==> config.mk <==
export PLATFORM = sky130hd
export DESIGN_NAME = sps_port
export DESIGN_NICKNAME = d
export VERILOG_FILES = /design/src/sps_pkg.sv /design/src/sps_sync.sv /design/src/sps_port.sv
export SDC_FILE = /design/constraint.sdc
export NUM_CORES = 1
export LEC_CHECK = 0
export BUFFER_PORTS_ARGS = -buffer_cell sky130_fd_sc_hd__buf_2
export CORE_MARGIN = 2
export CORE_UTILIZATION = 51
export CTS_CLUSTER_SIZE = 25
export DETAILED_ROUTE_END_ITERATION = 6
export PLACE_DENSITY = 0.78
export SYNTH_ARGS = -nofsm -noshare
export SYNTH_HDL_FRONTEND = slang
export SYNTH_SLANG_ARGS = --single-unit
==> constraint.sdc <==
create_clock -name clk_sys -period 1.9 [get_ports clk_sys]
set_clock_uncertainty 0.05 [all_clocks]
set_input_delay 0 -clock clk_sys [delete_from_list [all_inputs] [get_ports clk_sys]]
set_output_delay 0 -clock clk_sys [all_outputs]
set_load 0.01 [all_outputs]
==> src/sps_pkg.sv <==
package sps_pkg;
   localparam int BYTE_BITS = 8;
   localparam int SYNC_W = 4;
   localparam int SYNC_SCK = 0;
   localparam int SYNC_MOSI = 1;
   localparam int SYNC_MISO = 2;
   localparam int SYNC_NSS = 3;
   localparam int MODE_HI_BIT = 1;
   localparam int MODE_LO_BIT = 0;
   localparam logic [1:0] SEL_3WIRE = 2'h0;
   localparam logic [1:0] SEL_4WIRE_IN = 2'h1;
   localparam logic [1:0] SEL_MODE_RST = 2'h1;
   localparam logic PORT_EN_RST = 1'h0;
   localparam logic MASTER_EN_RST = 1'h0;
   localparam logic MODE_FAULT_RST = 1'h0;
   localparam int CLK_PERIOD_NS = 20;
   localparam int SCK_HALF_NS = 80;
   localparam int SCK_HALF_CYC = (SCK_HALF_NS + CLK_PERIOD_NS - 1) / CLK_PERIOD_NS;
endpackage

==> src/sps_sync.sv <==
`timescale 1ns/1ps
`default_nettype none
module sps_sync #(
   parameter int W = 4
) (
   input wire logic clk_sys,
   input wire logic rstn,
   input wire logic [W-1:0] async_i,
   output logic [W-1:0] sync_o
);
   genvar g;
   generate
      for (g = 0; g < W; g++) begin : g_bit
         logic meta_q;
         logic sync_q;
         always_ff @(posedge clk_sys or negedge rstn) begin
            if (!rstn) begin
               meta_q <= 1'b0;
               sync_q <= 1'b0;
            end else begin
               meta_q <= async_i[g];
               sync_q <= meta_q;
            end
         end
         assign sync_o[g] = sync_q;
      end
   endgenerate
endmodule
`default_nettype wire

==> src/sps_port.sv <==
// Function
// Master drives data-out; slave takes it in
// Data goes most significant bit first
// Master takes data-in; slave drives it
// Data-in floats when disabled or unselected
// 3-wire slave drives data-in from top bit
// Master makes serial clock; slave receives it
// Unselected 4-wire slave ignores serial clock
// Mode 00: 3-wire, slave always selected
// Mode 01: select is input, low selects
// Master in mode 01 drops on select fall
// Mode 1x: select output equals low bit
// Select routed to pin except in 3-wire
// 3-wire slave must be alone on bus
// Mode fault clears enables, sets fault flag
// Select fall resets 4-wire slave bit counter
// Master only while master enable set
`timescale 1ns/1ps
`default_nettype none
module sps_port #(
   parameter int SCK_HALF = sps_pkg::SCK_HALF_CYC
) (
   input wire logic clk_sys,
   input wire logic rstn,
   input wire logic cfg_wr,
   input wire logic cfg_port_enable,
   input wire logic cfg_master_enable,
   input wire logic [1:0] cfg_select_mode,
   input wire logic mode_fault_clr,
   output logic port_enable_bit,
   output logic master_enable_bit,
   output logic [1:0] select_mode_field,
   output logic mode_fault_flag,
   input wire logic tx_load,
   input wire logic [7:0] tx_data,
   output logic tx_ready,
   output logic [7:0] rx_data,
   output logic rx_valid,
   input wire logic mosi_i,
   output logic mosi_o,
   output logic mosi_oe_n,
   input wire logic miso_i,
   output logic miso_o,
   output logic miso_oe_n,
   input wire logic sck_i,
   output logic sck_o,
   output logic sck_oe_n,
   input wire logic nss_i,
   output logic nss_o,
   output logic nss_oe_n,
   output logic nss_routed
);
   logic [sps_pkg::SYNC_W-1:0] sync_s;
   logic port_en_q, mst_en_q, mode_fault_flag_q;
   logic [1:0] mode_q;
   logic sck_d_q, nss_d_q;
   logic [7:0] sh_q, txb_q, rxd_q;
   logic sh_full_q, txb_full_q, bit_q, rxv_q;
   logic txr_q;
   logic [2:0] cnt_q;
   logic [15:0] div_q;
   logic sck_q;
   logic mosi_q, mosi_oe_n_q, miso_q, miso_oe_n_q, sck_oe_n_q;
   logic nss_q, nss_oe_n_q, routed_q;
   logic sck_s, nss_s, din, mst, slv, sel, s_rise, s_fall, m_wrap, rise, fall;
   logic nss_fall, fault, load_sh, done;

   sps_sync #(.W(sps_pkg::SYNC_W)) u_sync (
      .clk_sys(clk_sys),
      .rstn(rstn),
      .async_i({nss_i, miso_i, mosi_i, sck_i}),
      .sync_o(sync_s)
   );

   assign sck_s = sync_s[sps_pkg::SYNC_SCK];
   assign nss_s = sync_s[sps_pkg::SYNC_NSS];
   assign mst = port_en_q & mst_en_q;
   assign slv = port_en_q & ~mst_en_q;
   // Any mode but 01 leaves the slave selected; 1x as slave is unsupported use
   assign sel = ~((mode_q == sps_pkg::SEL_4WIRE_IN) & nss_s);
   assign nss_fall = nss_d_q & ~nss_s;
   assign s_rise = slv & sel & sck_s & ~sck_d_q;
   assign s_fall = slv & sel & ~sck_s & sck_d_q;
   assign m_wrap = mst & sh_full_q & (div_q == 16'(SCK_HALF - 1));
   assign rise = s_rise | (m_wrap & ~sck_q);
   assign fall = s_fall | (m_wrap & sck_q);
   assign din = mst ? sync_s[sps_pkg::SYNC_MISO] : sync_s[sps_pkg::SYNC_MOSI];
   assign fault = mst & (mode_q == sps_pkg::SEL_4WIRE_IN) & nss_fall;
   assign done = fall & (cnt_q == 3'(sps_pkg::BYTE_BITS - 1));
   assign load_sh = txb_full_q & (~sh_full_q | done) & ((cnt_q == 3'h0) | done);

   always_ff @(posedge clk_sys or negedge rstn) begin
      if (!rstn) begin
         sck_d_q <= 1'b0;
         // Same level as the synchroniser after reset, so no false select fall
         nss_d_q <= 1'b0;
      end else begin
         sck_d_q <= sck_s;
         nss_d_q <= nss_s;
      end
   end

   // Hardware fault beats a same-cycle software write of the enables
   always_ff @(posedge clk_sys or negedge rstn) begin
      if (!rstn) begin
         port_en_q <= sps_pkg::PORT_EN_RST;
         mst_en_q <= sps_pkg::MASTER_EN_RST;
         mode_q <= sps_pkg::SEL_MODE_RST;
      end else if (fault) begin
         port_en_q <= 1'b0;
         mst_en_q <= 1'b0;
      end else if (cfg_wr) begin
         port_en_q <= cfg_port_enable;
         mst_en_q <= cfg_master_enable;
         mode_q <= cfg_select_mode;
      end
   end

   always_ff @(posedge clk_sys or negedge rstn) begin
      if (!rstn) begin
         mode_fault_flag_q <= sps_pkg::MODE_FAULT_RST;
      end else if (fault) begin
         mode_fault_flag_q <= 1'b1;
      end else if (mode_fault_clr) begin
         mode_fault_flag_q <= 1'b0;
      end
   end

   // Write while buffer full is dropped, not queued
   always_ff @(posedge clk_sys or negedge rstn) begin
      if (!rstn) begin
         txb_q <= 8'h00;
         txb_full_q <= 1'b0;
         txr_q <= 1'b1;
      end else if (load_sh) begin
         txb_full_q <= 1'b0;
         txr_q <= 1'b1;
      end else if (tx_load & ~txb_full_q) begin
         txb_q <= tx_data;
         txb_full_q <= 1'b1;
         txr_q <= 1'b0;
      end
   end

   always_ff @(posedge clk_sys or negedge rstn) begin
      if (!rstn) begin
         div_q <= 16'h0000;
         sck_q <= 1'b0;
      end else if (~mst | ~sh_full_q) begin
         div_q <= 16'h0000;
         sck_q <= 1'b0;
      end else if (m_wrap) begin
         div_q <= 16'h0000;
         sck_q <= ~sck_q;
      end else begin
         div_q <= div_q + 16'h0001;
      end
   end

   // Bit counter only restarts on a select fall or a disable: 3-wire has no resync
   always_ff @(posedge clk_sys or negedge rstn) begin
      if (!rstn) begin
         cnt_q <= 3'h0;
      end else if (~port_en_q) begin
         cnt_q <= 3'h0;
      end else if (slv & (mode_q == sps_pkg::SEL_4WIRE_IN) & nss_fall) begin
         cnt_q <= 3'h0;
      end else if (fall) begin
         cnt_q <= cnt_q + 3'h1;
      end
   end

   always_ff @(posedge clk_sys or negedge rstn) begin
      if (!rstn) begin
         sh_q <= 8'h00;
         sh_full_q <= 1'b0;
         bit_q <= 1'b0;
      end else begin
         if (rise) begin
            bit_q <= din;
         end
         if (load_sh) begin
            sh_q <= txb_q;
            sh_full_q <= 1'b1;
         end else if (done) begin
            sh_q <= {sh_q[6:0], bit_q};
            sh_full_q <= 1'b0;
         end else if (fall) begin
            sh_q <= {sh_q[6:0], bit_q};
         end
         if (~port_en_q) begin
            sh_full_q <= 1'b0;
         end
      end
   end

   always_ff @(posedge clk_sys or negedge rstn) begin
      if (!rstn) begin
         rxd_q <= 8'h00;
         rxv_q <= 1'b0;
      end else begin
         rxv_q <= done;
         if (done) begin
            rxd_q <= {sh_q[6:0], bit_q};
         end
      end
   end

   always_ff @(posedge clk_sys or negedge rstn) begin
      if (!rstn) begin
         mosi_q <= 1'b0;
         miso_q <= 1'b0;
         mosi_oe_n_q <= 1'b1;
         miso_oe_n_q <= 1'b1;
         sck_oe_n_q <= 1'b1;
         nss_q <= 1'b1;
         nss_oe_n_q <= 1'b1;
         routed_q <= 1'b1;
      end else begin
         mosi_q <= sh_q[7];
         miso_q <= sh_q[7];
         mosi_oe_n_q <= ~mst;
         miso_oe_n_q <= ~(slv & sel);
         sck_oe_n_q <= ~mst;
         nss_q <= mode_q[sps_pkg::MODE_LO_BIT];
         nss_oe_n_q <= ~mode_q[sps_pkg::MODE_HI_BIT];
         routed_q <= (mode_q != sps_pkg::SEL_3WIRE);
      end
   end

   assign port_enable_bit = port_en_q;
   assign master_enable_bit = mst_en_q;
   assign select_mode_field = mode_q;
   assign mode_fault_flag = mode_fault_flag_q;
   assign tx_ready = txr_q;
   assign rx_data = rxd_q;
   assign rx_valid = rxv_q;
   assign mosi_o = mosi_q;
   assign mosi_oe_n = mosi_oe_n_q;
   assign miso_o = miso_q;
   assign miso_oe_n = miso_oe_n_q;
   assign sck_o = sck_q;
   assign sck_oe_n = sck_oe_n_q;
   assign nss_o = nss_q;
   assign nss_oe_n = nss_oe_n_q;
   assign nss_routed = routed_q;

   a_mosi_dir: assert property (@(posedge clk_sys) disable iff (!rstn)
      ##1 mosi_oe_n == !$past(mst)) else $error("data-out direction wrong");
   a_miso_dir: assert property (@(posedge clk_sys) disable iff (!rstn)
      ##1 miso_oe_n == !$past(slv & sel)) else $error("data-in drive wrong");
   a_miso_off: assert property (@(posedge clk_sys) disable iff (!rstn)
      !port_en_q |=> miso_oe_n) else $error("data-in driven while disabled");
   a_miso_msb: assert property (@(posedge clk_sys) disable iff (!rstn)
      (slv && mode_q == 2'h0) |=> miso_o == $past(sh_q[7])) else $error("data-in not top bit");
   a_sck_idle: assert property (@(posedge clk_sys) disable iff (!rstn)
      !mst |=> !sck_o) else $error("serial clock toggles when not master");
   a_ignore_sck: assert property (@(posedge clk_sys) disable iff (!rstn)
      (slv && mode_q == 2'h1 && nss_s) |=> $stable(cnt_q) && $stable(bit_q))
      else $error("clock taken unselected");
   a_fault_act: assert property (@(posedge clk_sys) disable iff (!rstn)
      fault |=> !port_enable_bit && !master_enable_bit && mode_fault_flag) else $error("fault not handled");
   a_nss_out: assert property (@(posedge clk_sys) disable iff (!rstn)
      mode_q[1] ##1 mode_q[1] |-> !nss_oe_n && nss_o == $past(mode_q[0])) else $error("select output wrong");
   a_route: assert property (@(posedge clk_sys) disable iff (!rstn)
      ##1 nss_routed == ($past(mode_q) != 2'h0)) else $error("select routing wrong");
   a_cnt_clr: assert property (@(posedge clk_sys) disable iff (!rstn)
      (slv && mode_q == 2'h1 && nss_fall) |=> cnt_q == 3'h0) else $error("counter not reset");
   a_master_only: assert property (@(posedge clk_sys) disable iff (!rstn)
      !mst_en_q |-> !m_wrap) else $error("master clock without enable");
   c_byte_done: cover property (@(posedge clk_sys) disable iff (!rstn) mst && done);
   c_slave_byte: cover property (@(posedge clk_sys) disable iff (!rstn) slv && done);
   c_fault: cover property (@(posedge clk_sys) disable iff (!rstn) fault);
endmodule
`default_nettype wire

# ---- Yosys cells after proc, flatten, opt, wreduce, memory -nomap -nowiden
# Cells that the tools add are included.
dict set report classes {
  n_addsub 2
  eq_ne 5
  mux 24
  bitwise 39
  n_reduce_logical 9
}
# op n
set ops {}
lappend ops {{two-way mux 16 bit} 2}
lappend ops {{two-way mux 8 bit} 3}
lappend ops {{AND 1 bit} 21}
lappend ops {{adder 16 x 1 -> 16 bit, second input constant} 1}
lappend ops {{equality test 16 x 2 -> 1 bit, second input constant} 1}
lappend ops {{two-way mux 1 bit} 16}
lappend ops {{NOT 1 bit} 13}
lappend ops {{nonzero test 2 bit} 5}
lappend ops {{two-way mux 3 bit} 3}
lappend ops {{!= test 3 x 1 -> 1 bit, second input constant} 2}
lappend ops {{OR 1 bit} 5}
lappend ops {{AND reduction 2 bit} 2}
lappend ops {{adder 3 x 1 -> 3 bit, second input constant} 1}
lappend ops {{equality test 3 bit, second input constant} 1}
lappend ops {{zero test 3 bit} 1}
lappend ops {{nonzero test 3 bit} 1}
lappend ops {{equality test 2 x 1 -> 1 bit, second input constant} 1}
dict set report word_totals {
  register_bits 70
  input_bits 21
  out_inout_bits 24
  elab_cells 110
}

# ---- Depth between registers and ports, before layout
dict set report logic_depth {
  ltp_word 13
  mapped_depth 7
  ltp_nobuf 6
}

# ---- Hierarchy
# A second synthesis with hierarchy kept.
dict set report unflattened {
  cells_unflattened 232
  area_unflattened_um2 3020.4
}
# module instances cells_per_inst area_each_um2 seq_area_each_um2
set modules_own_cells {}
lappend modules_own_cells {sps_port 1 220 2790.2 1560.2}
lappend modules_own_cells {sps_sync 1 12 230.2 200.2}

# ---- Worst setup path before layout
# OpenSTA, ideal clock, no wires.
dict set report synth_path {
  path_type {register to register}
  start {register div_q[0]}
  end {register sh_q[1]}
  setup_ps 125
  t_arrival_ps 1947
  t_required_ps 1725
  slack_ps -222
  stages_incl_launch_ff 8
  n_path_buf 1
  synth_period_minus_slack_ps 2122
  cell_sequence {dfrtp_1 ha_1 nor4b_4 nand4_4 o21ai_2 buf_6 mux2_1 mux2_4}
}
dict set report synth_via {
  elab_chain_cells 9
  elab_cells_between_ends 12
  cone_classes {1 x eq/ne; 2 x mux; 8 x bitwise; 1 x reduce/logical}
}
# item line
set synth_rtl {}
lappend synth_rtl {{start: declaration} sps_port.sv:61} ;# logic [15:0] div_q;
lappend synth_rtl {{start signal: assignment} sps_port.sv:156} ;# div_q <= div_q + 16'h0001;
lappend synth_rtl {{equality test 16 x 2 -> 1 bit (*)} sps_port.sv:84} ;# assign m_wrap = mst & sh_full_q & (div_q == 16'(SCK_HALF - 1));
lappend synth_rtl {{AND 1 bit (*)} sps_port.sv:84}
lappend synth_rtl {{AND 1 bit (*)} sps_port.sv:86} ;# assign fall = s_fall | (m_wrap & sck_q);
lappend synth_rtl {{OR 1 bit (*)} sps_port.sv:86}
lappend synth_rtl {{AND 1 bit} sps_port.sv:89} ;# assign done = fall & (cnt_q == 3'(sps_pkg::BYTE_BITS - 1));
lappend synth_rtl {{OR 1 bit} sps_port.sv:90} ;# assign load_sh = txb_full_q & (~sh_full_q | done) & ((cnt_q == 3'h0) | done);
lappend synth_rtl {{AND 1 bit (2 in a row)} sps_port.sv:90}
lappend synth_rtl {{nonzero test 3 bit (no source line) or two-way mux 8 bit (tied branches)} -}
lappend synth_rtl {{end signal: assignment} sps_port.sv:183} ;# sh_q <= txb_q;
lappend synth_rtl {{end signal: assignment} sps_port.sv:186} ;# sh_q <= {sh_q[6:0], bit_q};
lappend synth_rtl {{end signal: assignment} sps_port.sv:189} ;# sh_q <= {sh_q[6:0], bit_q};
lappend synth_rtl {{end: declaration} sps_port.sv:57} ;# logic [7:0] sh_q, txb_q, rxd_q;
# Mark *: on every way between the ends. The rest lies on a longest branch, timed or not.
# A chain may end at the register's enable or synchronous reset.

# ---- Worst setup path in the final report
dict set report layout_path {
  start {register div_q[4]}
  end {register sh_q[7]}
}
# Same word-level chain as after synthesis.

==> results.md <==
* Status: finished with violations
* Failing checks: setup timing
* Post-Place Cell Area at 3590 um2
* Vias in the first global route at 2323
* Power Density at 1040 nW/um2
* Worst-path maximum fanout at 5
* Slew HR at 52.5%
* Max Cap Viol at 0
* Largest net degree at the start of global routing at 30
* CTS tree: yes
* Final Slew Violations at 0
* Max frequency at 497 MHz
* # IOs at 45
* Leak at 0.00196 uW
* Post-synth ARST share at 100%
* Synth top area share at 52.8%
* Mapped Cells at 229
* DP HPWL at 4270 um
* Period utilisation layout at 106%
* Rows at 27
* H-tree Lvls at 3
* Core Region at 5570 um2
* Final hold vios at 0
* Top-count cell post-synth: dfrtp_1
* Routed len/inst at 15.2 um
* Post-layout min period at 2.01 ns
* First-pass GRT wire length at 11000 um
* NumNets Final at 368
* Yosys reg bits at 70
* Area leader, netlist: dfrtp_1
* Register area share after synthesis at 59.0%
* Total congestion overflow at 0
* Via/cell ratio at 5.06
* Chip width at 80.5 um
* Most common cell on crit path: mux2_4
* Hold Slack at 0.194 ns
* Share of cells above drive strength 1 at 46.6%
* CP startpoint kind: flip-flop
* Worst-Margin Slew at 0.712 ns
* Port buffer count at 44
* Library cells used by synthesis at 39
* Longest Clk Path Bufs at 2
* Synth area leaders: dfrtp_1, mux2_2, dfstp_2, mux2_4, nor2_1
* Maximum VDD drop at 943 uV
* All-Layer GR Usage at 22.9%
* Final Setup Violations at 16
* Syn nets at 254
* DR vias at 2126
* Worst Path Buf+Inv at 1
* Layout Cell Area excl Fill at 4150 um2
* Worst skew pair latency at 0.34 ns
* Area delta synth->final at 39.1%
* Yosys warnings at 0
* Setup crit end kind: flip-flop
* Post-route antenna net violation count at 0
* Antenna violations before repair at 0
* CTS Sinks at 70
* DR pass1 iterations at 4
* Worst path cell trace: nor4_4 > nand4_4 > o21ai_4 > buf_6 > mux2_4 > mux2_4
* Die Height at 80.5 um
* CP max stage cell: dfrtp_1
* Starting DRC count in detailed routing at 136
* WS Path Type: reg -> reg
* Initial core utilization at 53.5%
* Die footprint at 6480 um2
* Synthesized area at 2980 um2
* Critical path's largest stage delay at 0.41 ns
* CP required at 2.08 ns
* Clock transition at path regs at 0.07 ns
* Fill cells at 359
* Synth top cells by count: dfrtp_1, nor2_1, mux2_2
* # diodes at 0
* Final Routed Wirelength at 6400 um
* CTS Root Cell: clkbuf_8
* Post-synth EDFFs at 0
* Primary FF master, synth: dfrtp_1
* RSZ-0062 raised after global routing: yes
* Drt drc at 0
* Inserted Clock Buffers at 9
* Worst hold path type: in -> async
* Setup WS post-layout at -0.110 ns
* Largest delay share family, worst path: multiplexers
* Critical Path AT at 2.19 ns
* GPL Wtd Cong at 0.768
* Syn_area_per_cell at 13.0 um2
[cells in the final DEF, fill, tap and decap left out, drive strengths merged, types with 7 or more instances in the layout]
master | synthesis | routed
mux2 | 33 | 33
o21ai | 8 | 8
inv | 8 | 8
dfrtp | 63 | 63
nand2 | 12 | 12
nor2 | 25 | 26
clkbuf | 3 | 10
xor2 | 9 | 9
buf | 4 | 87
dlygate4sd3 | 0 | 22
nand3 | 12 | 12
dfstp | 7 | 7
[metrics by stage]
| stage | utilization, % | TNS, ns | power, uW | cells | setup WS (ns) |
|---|---|---|---|---|---|
| 2_1_floorplan | - | -1.22 | 2540 | 229 | -0.169 |
| 5_1_grt | 74.5 | -2.63 | 4540 | 420 | -0.181 |
| 3_3_place_gp | 64.4 | -3.81 | 2800 | 379 | -0.411 |
| 6_report | 74.5 | -1.19 | 4330 | 420 | -0.110 |
| 3_5_place_dp | 64.4 | -4.94 | 2850 | 379 | -0.491 |
| 4_1_cts | 73.6 | -1.54 | 4310 | 418 | -0.141 |
[area by class of cell]
cell class	count	area, um2	share of cell area, %
repair buffers	109	812	19.6
clock buffers	10	138	3.32
flip-flops and latches	70	1760	42.4
multi-input cells	145	1240	29.8
inverters	8	30.0	0.723
well taps	72	90.1	2.17
clock inverters	6	85.1	2.05
[metal layers]
metal,GRT usage (%),vias to the layer above,part of all wire [%]
met2,38.5,32,53
met1,28.6,1074,43
met5,0,-,0
met4,11.2,0,1.6
li1,-,1010,-
met3,3.93,10,1.9
[final timing paths]
check,startpoint,end,slack (ns),depth (start not counted)
worst max-delay path,div_q[4],sh_q[7],-0.11,6
max in group asynchronous,rstn,div_q[8],0.90,3
worst min register to register,u_sync.g_bit[0].meta_q,u_sync.g_bit[0].sync_q,0.30,0
worst min-delay path,rstn,div_q[15],0.19,2
min in group clk_sys,sck_i,u_sync.g_bit[0].meta_q,0.25,2
worst max register to register,div_q[4],sh_q[7],-0.11,6
[cells by family after synthesis]
| group | after synthesis | synth area share, % |
|---|---|---|
| multiplexers | 37 | 14.7 |
| flip-flops | 70 | 59.0 |
| AO/OA/AOI/OAI | 15 | 3.40 |
| buffers and inverters | 15 | 2.68 |
| XOR/XNOR | 14 | 4.11 |
| AND/OR/NAND/NOR | 74 | 14.5 |
| adder cells (fa/ha/maj) | 4 | 1.68 |
[state kept, by name, indices dropped and copies added, names as in the netlist, 2 cells and up]
signal	cells
rx_data	8
u_sync.g_bit.sync_q	4
div_q	16
txb_q	8
sh_q	8
u_sync.g_bit.meta_q	4
cnt_q	3
select_mode_field	2
[power breakdown]
part           switching (uW)  internal, uW  leakage [uW]  total (uW)
sequential                191          1770      0.000879        1960
combinational             392           648      0.000969        1040
clock                     556           770      0.000108        1330
[what timing repair did]
action / CTS / global route
hold endpoints to repair: 44 / 0
gates resized for setup: 16 / 8
pin swaps: 3 / 5
buffers inserted: 1 / 1
hold buffers: 22 / 0
cloned: 0 / 1
setup endpoints to repair: 20 / 24
Power figures use the tool's default switching activity.
